**src/ctm_pkg.sv**
```systemverilog
/*
 * Package for the compact 10-bit timer: register indices, field positions,
 * reset values, mode and clock-select codes.
 * Assumes a byte-wide register port with one-cycle strobes.
 */
package ctm_pkg;
    // ********************************************************************
    // Register indices on the byte port
    // ********************************************************************
    localparam logic [2:0] CTM_REG_CTRL0  = 3'h0;
    localparam logic [2:0] CTM_REG_CTRL1  = 3'h1;
    localparam logic [2:0] CTM_REG_CNT_LO = 3'h2;
    localparam logic [2:0] CTM_REG_CNT_HI = 3'h3;
    localparam logic [2:0] CTM_REG_CMPA_LO = 3'h4;
    localparam logic [2:0] CTM_REG_CMPA_HI = 3'h5;
    localparam logic [2:0] CTM_REG_FLAGS  = 3'h6;

    // ********************************************************************
    // Field positions
    // ********************************************************************
    localparam int CTM_C0_PAUSE   = 7;
    localparam int CTM_C0_CKS_LSB = 4;
    localparam int CTM_C0_ON      = 3;
    localparam int CTM_C1_MODE_LSB = 6;
    localparam int CTM_C1_IO_LSB  = 4;
    localparam int CTM_C1_OC      = 3;
    localparam int CTM_C1_POL     = 2;
    localparam int CTM_C1_DPX     = 1;
    localparam int CTM_C1_CCLR    = 0;

    localparam logic [7:0] CTM_CTRL_RESET = 8'h00;
    localparam logic [9:0] CTM_CNT_MAX    = 10'h3FF;

    // ********************************************************************
    // Codes
    // ********************************************************************
    localparam logic [1:0] CTM_MODE_CMP = 2'h0;
    localparam logic [1:0] CTM_MODE_PWM = 2'h2;
    localparam logic [1:0] CTM_MODE_TMR = 2'h3;

    localparam logic [1:0] CTM_IO_NONE = 2'h0;
    localparam logic [1:0] CTM_IO_LOW  = 2'h1;
    localparam logic [1:0] CTM_IO_HIGH = 2'h2;
    localparam logic [1:0] CTM_IO_TOG  = 2'h3;

    localparam logic [2:0] CTM_CKS_SYS4  = 3'h0;
    localparam logic [2:0] CTM_CKS_SYS   = 3'h1;
    localparam logic [2:0] CTM_CKS_H16   = 3'h2;
    localparam logic [2:0] CTM_CKS_H64   = 3'h3;
    localparam logic [2:0] CTM_CKS_SUB0  = 3'h4;
    localparam logic [2:0] CTM_CKS_SUB1  = 3'h5;
    localparam logic [2:0] CTM_CKS_EXTR  = 3'h6;
    localparam logic [2:0] CTM_CKS_EXTF  = 3'h7;

    localparam int CTM_DIV_SYS = 4;
    localparam int CTM_DIV_H16 = 16;
    localparam int CTM_DIV_H64 = 64;
endpackage

```
**src/ctm_counter.sv**
```systemverilog
/*
 * Compact 10-bit timer top: byte register port, paired-byte buffer,
 * counter, comparators, flags and the output pin.
 * Assumes a CPU-style master with one-cycle strobes and read data taken
 * the cycle after the read strobe.
 */
`timescale 1ns/1ps
// What this block does
// - Low compare byte write goes to buffer
// - High byte read latches low into buffer
// - Ten-bit up-counter, read-only to software
// - P compares bits 9-7; A all bits
// - Counter cleared by on-bit rise or a clear event
// - Counter clears on overflow or match
// - Pause bit holds counter, resume later
// - Clock select picks eight count sources
// - On-bit clear stops; set restarts from zero
// - On-bit rise reloads pin initial level
// - Period code times 128; zero gives 1024
// - Mode field: compare, PWM, timer
// - Compare mode: A match sets pin action
// - PWM pin function: inactive, active, waveform
// - Output control: initial level or polarity
// - Invert bit flips output pin, except in timer mode
// - Swap bit exchanges period and duty
// - Clear source selects A or P
// - Clear-on-A: no P flag, A-zero overflow
// - Compare pin changes only on A flag or on-bit rise
// - Duty at least period gives full active
// - PWM raises both flags; period clears
module ctm_counter (
    input  wire logic       clk,
    input  wire logic       rst_b,
    input  wire logic [2:0] reg_addr,
    input  wire logic [7:0] reg_wdata,
    input  wire logic       reg_wr,
    input  wire logic       reg_rd,
    output logic [7:0]      reg_rdata,
    input  wire logic       high_clk_en,
    input  wire logic       sub_clk_en,
    input  wire logic       external_count_input,
    output logic            timer_output_pin,
    output logic            match_a_flag,
    output logic            match_p_flag
);

    // ********************************************************************
    // Register file
    // ********************************************************************
    logic [7:0] ctrl0_q;
    logic [7:0] ctrl1_q;
    logic [9:0] compare_a_value_q;
    logic [7:0] buf_q;
    logic [7:0] rdata_q;
    logic [1:0] flags_seen_q;

    wire wr_c0  = reg_wr && (reg_addr == ctm_pkg::CTM_REG_CTRL0);
    wire wr_c1  = reg_wr && (reg_addr == ctm_pkg::CTM_REG_CTRL1);
    wire wr_alo = reg_wr && (reg_addr == ctm_pkg::CTM_REG_CMPA_LO);
    wire wr_ahi = reg_wr && (reg_addr == ctm_pkg::CTM_REG_CMPA_HI);
    wire rd_dhi = reg_rd && (reg_addr == ctm_pkg::CTM_REG_CNT_HI);
    wire rd_ahi = reg_rd && (reg_addr == ctm_pkg::CTM_REG_CMPA_HI);
    wire rd_flg = reg_rd && (reg_addr == ctm_pkg::CTM_REG_FLAGS);

    wire       counter_pause      = ctrl0_q[ctm_pkg::CTM_C0_PAUSE];
    wire [2:0] count_clock_select = ctrl0_q[ctm_pkg::CTM_C0_CKS_LSB +: 3];
    wire       counter_on         = ctrl0_q[ctm_pkg::CTM_C0_ON];
    wire [2:0] period_compare_value = ctrl0_q[2:0];
    wire [1:0] mode_field         = ctrl1_q[ctm_pkg::CTM_C1_MODE_LSB +: 2];
    wire [1:0] pin_function       = ctrl1_q[ctm_pkg::CTM_C1_IO_LSB +: 2];
    wire       output_control     = ctrl1_q[ctm_pkg::CTM_C1_OC];
    wire       output_invert      = ctrl1_q[ctm_pkg::CTM_C1_POL];
    wire       period_duty_swap   = ctrl1_q[ctm_pkg::CTM_C1_DPX];
    wire       clear_source_select = ctrl1_q[ctm_pkg::CTM_C1_CCLR];

    logic [9:0] count_q;
    logic [9:0] count_d;
    logic       on_dly_q;
    logic       pin_q;
    logic       pin_d;
    logic       pulse_a_q;
    logic       pulse_p_q;

    wire on_rise = counter_on && !on_dly_q;

    always_ff @(posedge clk or negedge rst_b) begin
        if (!rst_b) begin
            ctrl0_q           <= ctm_pkg::CTM_CTRL_RESET;
            ctrl1_q           <= ctm_pkg::CTM_CTRL_RESET;
            compare_a_value_q <= 10'h000;
            buf_q             <= 8'h00;
        end else begin
            if (wr_c0) begin
                ctrl0_q <= reg_wdata;
            end
            if (wr_c1) begin
                ctrl1_q <= reg_wdata;
            end
            if (wr_alo) begin
                buf_q <= reg_wdata;
            end else if (wr_ahi) begin
                compare_a_value_q <= {reg_wdata[1:0], buf_q};
            end else if (rd_dhi) begin
                buf_q <= count_q[7:0];
            end else if (rd_ahi) begin
                buf_q <= compare_a_value_q[7:0];
            end
        end
    end

    // ********************************************************************
    // Read path
    // ********************************************************************
    // Low-byte reads show the buffer; order is software's duty
    logic [7:0] rd_mux;
    always_comb begin
        case (reg_addr)
            ctm_pkg::CTM_REG_CTRL0:   rd_mux = ctrl0_q;
            ctm_pkg::CTM_REG_CTRL1:   rd_mux = ctrl1_q;
            ctm_pkg::CTM_REG_CNT_LO:  rd_mux = buf_q;
            ctm_pkg::CTM_REG_CNT_HI:  rd_mux = {6'h00, count_q[9:8]};
            ctm_pkg::CTM_REG_CMPA_LO: rd_mux = buf_q;
            ctm_pkg::CTM_REG_CMPA_HI: rd_mux = {6'h00, compare_a_value_q[9:8]};
            ctm_pkg::CTM_REG_FLAGS:   rd_mux = {6'h00, flags_seen_q};
            default:                  rd_mux = 8'h00;
        endcase
    end

    always_ff @(posedge clk or negedge rst_b) begin
        if (!rst_b) begin
            rdata_q <= 8'h00;
        end else begin
            rdata_q <= reg_rd ? rd_mux : 8'h00;
        end
    end
    assign reg_rdata = rdata_q;

    // ********************************************************************
    // Count clock
    // ********************************************************************
    logic tick;
    ctm_clk_sel u_clk_sel (
        .clk                  (clk),
        .rst_b                (rst_b),
        .sel                  (count_clock_select),
        .high_clk_en          (high_clk_en),
        .sub_clk_en           (sub_clk_en),
        .external_count_input (external_count_input),
        .tick                 (tick)
    );

    // ********************************************************************
    // Comparators and clear
    // ********************************************************************
    wire is_pwm  = (mode_field == ctm_pkg::CTM_MODE_PWM);
    wire is_cmp  = (mode_field == ctm_pkg::CTM_MODE_CMP);
    wire run     = counter_on && !counter_pause && tick;
    // Match is seen while the counter sits one below the value the next count ends on
    wire [9:0] count_nx = count_q + 10'h001;
    wire p_hit = (period_compare_value != 3'h0)
                 && (count_nx == {period_compare_value, 7'h00});
    wire a_hit = (compare_a_value_q != 10'h000)
                 && (count_nx == compare_a_value_q);
    wire ovf   = (count_q == ctm_pkg::CTM_CNT_MAX);
    wire p_per = (period_compare_value == 3'h0) ? ovf : p_hit;
    wire a_per = (compare_a_value_q == 10'h000) ? ovf : a_hit;
    wire use_a_clr = is_pwm ? period_duty_swap : clear_source_select;
    wire clr_evt = use_a_clr ? a_per : p_per;
    wire raise_a = run && a_hit;
    wire raise_p = run && p_hit && (is_pwm || !clear_source_select);

    always_comb begin
        count_d = count_q;
        if (on_rise) begin
            count_d = 10'h000;
        end else if (run) begin
            count_d = clr_evt ? 10'h000 : count_nx;
        end
    end

    // ********************************************************************
    // Output pin
    // ********************************************************************
    // PWM duty compare is on the live count; duty >= period stays active
    // Code 000 stands for 1024, and so does a zero compare value used as period, hence bit 10
    wire [10:0] duty_v = period_duty_swap ? {(period_compare_value == 3'h0),
                                             period_compare_value, 7'h00}
                                          : {1'b0, compare_a_value_q};
    wire [10:0] per_v = period_duty_swap ? {(compare_a_value_q == 10'h000),
                                            compare_a_value_q}
                                         : {(period_compare_value == 3'h0),
                                            period_compare_value, 7'h00};
    wire duty_full   = (duty_v >= per_v);
    wire duty_active = ({1'b0, count_q} < duty_v) || duty_full;
    logic pwm_lvl;
    always_comb begin
        case (pin_function)
            ctm_pkg::CTM_IO_NONE: pwm_lvl = !output_control;
            ctm_pkg::CTM_IO_LOW:  pwm_lvl = output_control;
            ctm_pkg::CTM_IO_HIGH: pwm_lvl = duty_active ? output_control
                                                        : !output_control;
            default:              pwm_lvl = pin_q;
        endcase
    end

    always_comb begin
        pin_d = pin_q;
        if (on_rise && (is_cmp || is_pwm)) begin
            pin_d = output_control;
        end else if (is_pwm) begin
            pin_d = counter_on ? pwm_lvl : pin_q;
        end else if (is_cmp && raise_a) begin
            case (pin_function)
                ctm_pkg::CTM_IO_LOW:  pin_d = 1'b0;
                ctm_pkg::CTM_IO_HIGH: pin_d = 1'b1;
                ctm_pkg::CTM_IO_TOG:  pin_d = !pin_q;
                default:              pin_d = pin_q;
            endcase
        end
    end

    always_ff @(posedge clk or negedge rst_b) begin
        if (!rst_b) begin
            count_q   <= 10'h000;
            on_dly_q  <= 1'b0;
            pin_q     <= 1'b0;
            pulse_a_q <= 1'b0;
            pulse_p_q <= 1'b0;
        end else begin
            count_q   <= count_d;
            on_dly_q  <= counter_on;
            pin_q     <= pin_d;
            pulse_a_q <= raise_a;
            pulse_p_q <= raise_p;
        end
    end

    // Sticky copy for software; set wins over the read clear
    always_ff @(posedge clk or negedge rst_b) begin
        if (!rst_b) begin
            flags_seen_q <= 2'h0;
        end else begin
            flags_seen_q <= ({raise_p, raise_a}) | (rd_flg ? 2'h0 : flags_seen_q);
        end
    end

    // Timer mode leaves the pin at a plain low; invert is ignored there
    assign timer_output_pin = (mode_field == ctm_pkg::CTM_MODE_TMR) ? 1'b0
                              : (pin_q ^ output_invert);
    assign match_a_flag = pulse_a_q;
    assign match_p_flag = pulse_p_q;
endmodule

```
**src/ctm_clk_sel.sv**
```systemverilog
/*
 * Count clock selection: turns the chosen source into a one-cycle count
 * enable on clk.
 * Assumes high and sub clocks arrive as enable pulses on clk, and the
 * external count pin is asynchronous.
 */
`timescale 1ns/1ps
module ctm_clk_sel (
    input  wire logic       clk,
    input  wire logic       rst_b,
    input  wire logic [2:0] sel,
    input  wire logic       high_clk_en,
    input  wire logic       sub_clk_en,
    input  wire logic       external_count_input,
    output logic            tick
);
    // ********************************************************************
    // Dividers and pin edge detection
    // ********************************************************************
    logic [5:0] sys_div_q;
    logic [5:0] h_div_q;
    logic       ext_s1_q;
    logic       ext_s2_q;
    logic       ext_s3_q;
    wire        sys4_en = (sys_div_q[1:0] == 2'h3);
    wire        h16_en  = high_clk_en && (h_div_q[3:0] == 4'hF);
    wire        h64_en  = high_clk_en && (h_div_q == 6'h3F);
    wire        ext_rise = ext_s2_q && !ext_s3_q;
    wire        ext_fall = !ext_s2_q && ext_s3_q;

    always_ff @(posedge clk or negedge rst_b) begin
        if (!rst_b) begin
            sys_div_q <= 6'h00;
            h_div_q   <= 6'h00;
            ext_s1_q  <= 1'b0;
            ext_s2_q  <= 1'b0;
            ext_s3_q  <= 1'b0;
        end else begin
            sys_div_q <= sys_div_q + 6'h01;
            if (high_clk_en) begin
                h_div_q <= h_div_q + 6'h01;
            end
            // Second stage only feeds the edge detector, never the first
            ext_s1_q <= external_count_input;
            ext_s2_q <= ext_s1_q;
            ext_s3_q <= ext_s2_q;
        end
    end

    always_comb begin
        case (sel)
            ctm_pkg::CTM_CKS_SYS4: tick = sys4_en;
            ctm_pkg::CTM_CKS_SYS:  tick = 1'b1;
            ctm_pkg::CTM_CKS_H16:  tick = h16_en;
            ctm_pkg::CTM_CKS_H64:  tick = h64_en;
            ctm_pkg::CTM_CKS_SUB0: tick = sub_clk_en;
            ctm_pkg::CTM_CKS_SUB1: tick = sub_clk_en;
            ctm_pkg::CTM_CKS_EXTR: tick = ext_rise;
            default:               tick = ext_fall;
        endcase
    end
endmodule

```
**config.mk**
```make
export PLATFORM = sky130hd
export DESIGN_NAME = ctm_counter
export DESIGN_NICKNAME = d
export VERILOG_FILES = /design/src/ctm_pkg.sv /design/src/ctm_counter.sv /design/src/ctm_clk_sel.sv
export SDC_FILE = /design/constraint.sdc
export NUM_CORES = 1
export LEC_CHECK = 0
export ABC_AREA = 1
export BUFFER_PORTS_ARGS = -buffer_cell sky130_fd_sc_hd__clkbuf_2
export CORE_MARGIN = 4
export CORE_UTILIZATION = 65
export DETAILED_ROUTE_END_ITERATION = 10
export GPL_TIMING_DRIVEN = 0
export PLACE_DENSITY = 0.88
export SKIP_LAST_GASP = 1
export SYNTH_ARGS = -nofsm -noshare
export SYNTH_HDL_FRONTEND = slang
export SYNTH_SLANG_ARGS = --single-unit
```
**constraint.sdc**
```tcl
create_clock -name clk -period 3.2 [get_ports clk]
set_input_delay 0.16 -clock clk [delete_from_list [all_inputs] [get_ports clk]]
set_output_delay 0.16 -clock clk [all_outputs]
set_load 0.02 [all_outputs]
```
After elaboration in Yosys (flattened, before gate mapping) --
Cells that the tools add are included.
Cells by class: eq/ne operators 26, magnitude comparators 2, add/subtract/negate cells 3, reduce and logical (&&, ||, !) cells 48, bitwise logic cells 3, multiplexer cells 25
Operators by type and width (number):
- 8-bit one-hot mux with 6 select lines | 1
- 8-bit two-way mux | 5
- 10-bit two-way mux | 3
- 11-bit two-way mux | 2
- 1-bit logical AND | 21
- 10-bit equality test | 2
- 3-bit equality test (second input constant) | 6
- 6-bit by 1-bit adder with 6-bit output (second input constant) | 2
- 3-bit by 2-bit equality test with 1-bit output (second input constant) | 4
- 11-bit greater-or-equal comparator | 1
- 10-bit by 11-bit less-than comparator with 1-bit output | 1
- 10-bit by 1-bit adder with 10-bit output (second input constant) | 1
- 10-bit equality test (second input constant) | 1
- 2-bit equality test (second input constant) | 5
- 10-bit zero test | 1
- 1-bit two-way mux | 10
- 10-bit nonzero test | 1
- 3-bit zero test | 3
- 3-bit nonzero test | 3
- 1-bit zero test | 7
- 3-bit by 1-bit equality test with 1-bit output (second input constant) | 2
- 6-bit equality test (second input constant) | 1
- 1-bit one-hot mux with 3 select lines | 2
- 1-bit one-hot mux with 6 select lines | 1
- 16 further kinds | 21
Storage, ports and cells: bits in registers 73, input port bits 18, output and inout bits 11, logic and storage cells 123

Depth between registers and ports, before layout --
depth after elaboration 9, mapped depth 19, depth with buffers taken out 19

Hierarchy --
Synthesis repeated with hierarchy kept, for this count alone.
Second synthesis, totals: cells, all modules 573, area total of the unflattened synthesis 4236.6 um^2
Modules (own cells, without submodules):
- ctm_counter | cells an instance 524, sequential area each 1451.4 um^2, times used 1, area each 3761.1 um^2
- ctm_clk_sel | cells an instance 49, sequential area each 275.3 um^2, times used 1, area each 475.5 um^2

Worst setup path after synthesis --
No wires, ideal clock.
path kind reg2reg, from register ctrl1_q[1], to register pin_q, required time 3.135 ns, stages on the path, launching flop included 17, setup slack 1.110 ns, period minus slack after synthesis 2.090 ns, path buffers 1, arrival 2.025 ns, setup time 0.065 ns, cells stage by stage dfrtp_1 inv_1 clkbuf_1 o21ai_0 ha_1 a21oi_1 o21a_1 nand2_1 nor2_1 nand2_1 nand2_1 nand3_1 nand2_1 nand2_1 a21oi_1 nand2_1 nand2_1
Between the ends: word-level cells in the longest chain between the ends 8, elaborated cells between the ends (all ways) 10, classes of those cells order compare: 2; mux: 7; reduce/logical: 1
RTL lines:
- start: declaration | line ctm_counter.sv:51 | logic [7:0] ctrl1_q;
- start signal: assignment | line ctm_counter.sv:89 | ctrl1_q <= ctm_pkg::CTM_CTRL_RESET;
- start signal: assignment | line ctm_counter.sv:97 | ctrl1_q <= reg_wdata;
- 11-bit two-way mux, on equally long branches | line ctm_counter.sv:186, ctm_counter.sv:189
- 10-bit by 11-bit less-than comparator with 1-bit output / 11-bit greater-or-equal comparator (equally long branches) | line ctm_counter.sv:194, ctm_counter.sv:193
- 1-bit logical OR * | line ctm_counter.sv:194 | wire duty_active = ({1'b0, count_q} < duty_v) || duty_full;
- 1-bit two-way mux * | line ctm_counter.sv:200 | ctm_pkg::CTM_IO_HIGH: pwm_lvl = duty_active ? output_control
- 1-bit one-hot mux with 3 select lines * | line ctm_counter.sv:197 | case (pin_function)
- 1-bit two-way mux * | line ctm_counter.sv:211 | pin_d = counter_on ? pwm_lvl : pin_q;
- 1-bit two-way mux * | line ctm_counter.sv:210 | end else if (is_pwm) begin
- 1-bit two-way mux * | line ctm_counter.sv:208 | if (on_rise && (is_cmp || is_pwm)) begin
- end signal: assignment | line ctm_counter.sv:232 | pin_q <= pin_d;
- end: declaration | line ctm_counter.sv:79 | logic pin_q;
Mark *: on every way between the ends. The rest lies on a longest branch, timed or not. The select of a mux whose other input is x is not followed. A chain may end at the register's enable or synchronous reset.

Worst setup path after layout --
Ends and elaborated chain as after synthesis.

==> results by group <==
Status
  • Status: finished, final reports clean

Clock network
  • H-tree levels: 3
  • CTS root buf: clkbuf_8
  • Total CTS buffers: 9
  • Clock latency at the later pin of the worst-skew pair: 340 ps
  • Clock transition at the registers of the reported paths: 80 ps
  • Post-CTS Setup Bufs: 0
  • CTS tree: done
  • CTS max path bufs: 2
  • Clk sinks: 69

Global route
  • Global Route Usage Sum: 0.302
  • GR Util met3: 0.0559
  • Total gr overflow: 0
  • Met1 Usage GRT: 0.381
  • Initial antenna violation count: 0
  • Busiest grt layer: met2
  • GR met2 Demand/Resource: 0.509
  • First-pass GRT wire length: about 18000 µm
  • Vias in the first global route: around 3900
  • Largest net degree at the start of global routing: 70

Place
  • PortBufs: 28
  • Gp weighted congestion: roughly 0.9
  • DP HPWL: approximately 8400 µm

Synth
  • Post-synth top cells: nand2_1, inv_1, dfrtp_1, o21ai_0, nor2_1
  • Avg Cell Area, Syn: 7.46 µm²
  • Post-synth top area cell: dfrtp_1
  • Synth Instances: 569
  • Post-synth ARST share: 1.00
  • Mapped Nets: roughly 610
  • Synth Cell Area: 4240 µm²
  • EDFF count, synth: 0
  • Most common cell in the netlist: nand2_1
  • Netlist cell types: 41
  • Post-synthesis register bit count: 69
  • Synth top area cells: dfrtp_1, nand2_1, inv_1, ha_1, o21ai_0
  • YS warnings: 0
  • Top_reg_cell synth: dfrtp_1
  • Top cell type's share of synthesized area: 0.407
  • Seq/Total Area, Yosys: 0.407

Route
  • Antenna-violating nets left: 0
  • Final WL: 11000 µm
  • Via density per instance: 5.84
  • Number of remaining DRC errors: 0
  • DRT iter0 DRCs: 487
  • Vias post-DR: 4038
  • Avg WL per Cell: 15.9 µm
  • Drt pass-1 iters: 5

Floorplan
  • Initial Util: 0.668
  • Chip Width: 88.8 µm
  • # rows: 29
  • Die Footprint: 7880 µm²
  • # IOs: 29
  • Die H: 88.8 µm
  • CORE AREA: approximately 6300 µm²

Final layout
  • Layout Utilization: 0.737
  • Area growth from synthesis to layout: 10.3%
  • Final net count: 649
  • Layout cells sized above 1: 0.107
  • Antenna Cells: 0

Critical path
  • CP peak stage delay: 410 ps
  • Critical Path Slowest Stage Cell: dfrtp_1
  • CP cell instances: inv_1, clkbuf_1, o21ai_0, ha_1, a21oi_1, o21a_1, nand2_1, nor2_1, nand2_1, nand2_1, nand3_1, nand2_1, nand2_1, a21oi_1, nand2_1, nand2_1
  • Worst-path maximum fanout: 10
  • CP Capture Type: register
  • Critical Path Most Common Cell: nand2_1
  • Startpoint types: register
  • Worst EP arrival: 2910 ps
  • Required time worst endpoint: 3490 ps
  • Setup CP Type: register to register

STA
  • Final period utilization: 0.819
  • Final clock skew: 15.4 ps
  • Worst Max-Slew Pin Slew: 918 ps
  • Setup TNS: 0 ps
  • Maximum clock frequency: approximately 380 MHz
  • Setup violators final: 0
  • Slew Limit Headroom: 0.388
  • RSZ-0062 raised after global routing: false
  • Final number of hold-violating endpoints: 0
  • Slew Viols, Final: 0
  • Tmin final: between 2000 and 3000 ps

Power
  • Switching Share: 0.403
  • Sequential power share: 0.426
  • P_int: 1.72 mW
  • Pwr Density: 614 nW/µm²
  • Worst VDD drop: 0.461 mV
  • Leak: 2.44 nW
  • Clk pwr share: 0.227
  • Psw: between 1 and 1.5 mW
  • Comb power frac: 0.348

Run
  • Max_cap viols: 0

Min path
  • Worst min-delay path class: primary input to register
## worst max-delay path: cells and delay by family (launching register included)
kind	cells	cell delay [ps]
adders and majority gates	1	310
and+or+nand+nor	9	670
AOI/OAI and AO/OA	4	570
DFF	1	410
buffers and inverters	2	590
## sequential cells by signal, summed over array words and instances (netlist names)
name,cells
compare_a_value_q,10
count_q,10
buf_q,8
ctrl0_q,8
ctrl1_q,8
reg_rdata,8
u_clk_sel.h_div_q,6
flags_seen_q,2
u_clk_sel.sys_div_q,2
match_a_flag,1
match_p_flag,1
on_dly_q,1
pin_q,1
u_clk_sel.ext_s1_q,1
u_clk_sel.ext_s2_q,1
u_clk_sel.ext_s3_q,1
## stage by stage
step | total power [mW] | instance area [µm²] | setup WS (ps) | hold WS [ps] | std cells
floorplan | 1.89 | 4240 | 1110 | -136 | 569
global placement | 2.15 | 4480 | 614 | 271 | 674
detailed placement | 2.21 | 4480 | 627 | 278 | 674
CTS | 2.86 | 4680 | 604 | 50.7 | 691
global route | 3.08 | 4680 | 295 | 68.3 | 691
finish | 2.87 | 4680 | 579 | 59.0 | 691
## worst paths after layout
check / start / to / slack [ps] / depth (start not counted)
worst min register to register: u_clk_sel.ext_s1_q$_DFF_PN0_ / u_clk_sel.ext_s2_q$_DFF_PN0_ / 370 / 0
worst min-delay path: high_clk_en / u_clk_sel.h_div_q[0]$_DFFE_PN0P_ / 60 / 2
worst max register to register: ctrl1_q[1]$_DFFE_PN0P_ / pin_q$_DFFE_PN0P_ / 580 / 16
worst max-delay path: ctrl1_q[1]$_DFFE_PN0P_ / pin_q$_DFFE_PN0P_ / 580 / 16
min in group asynchronous: rst_b / count_q[3]$_DFFE_PN0P_ / 510 / 2
max in group asynchronous: rst_b / compare_a_value_q[3]$_DFFE_PN0P_ / 2090 / 2
## repair_timing
item	4_1_cts	5_1_grt
hold endpoints to repair	4	0
resized for setup	0	0
hold buffers	2	0
## placed cells by master, fill, tap and decap left out, types with 4 or more instances in the layout
master	count
nand2_1	159
inv_1	78
dfrtp_1	69
o21ai_0	51
nor2_1	45
nand3_1	29
clkbuf_2	28
ha_1	21
a21oi_1	19
o211ai_1	16
clkbuf_8	11
clkbuf_1	9
xor2_1	9
o22ai_1	9
nand3b_1	6
nand2_2	5
nor3_1	5
nor2_2	4
nand4_1	4
## power by group through the flow
stage	clock network (mW)	logic [mW]	registers, mW
CTS	0.653	0.989	1.22
global route	0.695	1.14	1.24
floorplan	0	0.703	1.19
global placement	0	0.935	1.22
detailed placement	0	0.976	1.23
finish	0.651	0.998	1.22
## cell type report
class	instances	area, µm²
buffer	13	63.8
clock buffer	12	155
clock inverter	3	21.3
fill	496	1670
inverter	81	304
multi-input combinational	406	2150
sequential	69	1730
tap	77	96.3
timing repair buffer	30	163
## layer usage
| layer | share of wire | vias to the layer above | wire, µm |
|---|---|---|---|
| met1 | 0.41 | 1871 | 4450 |
| met4 | 0.031 | 0 | 345 |
| met3 | 0.070 | 38 | 766 |
| met2 | 0.49 | 193 | 5430 |
| li1 | - | 1936 | - |
| met5 | 0 | - | 0 |
## cell families after synthesis
kind of cell               after synthesis  synth area share
AOI/OAI and AO/OA                      110             0.152
DFF                                     69             0.407
xor gates and xnor gates                11            0.0245
and+or+nand+nor                        264             0.268
adders and majority gates               21            0.0619
buffers and inverters                   94            0.0867
(Power assumes the default switching activity.)
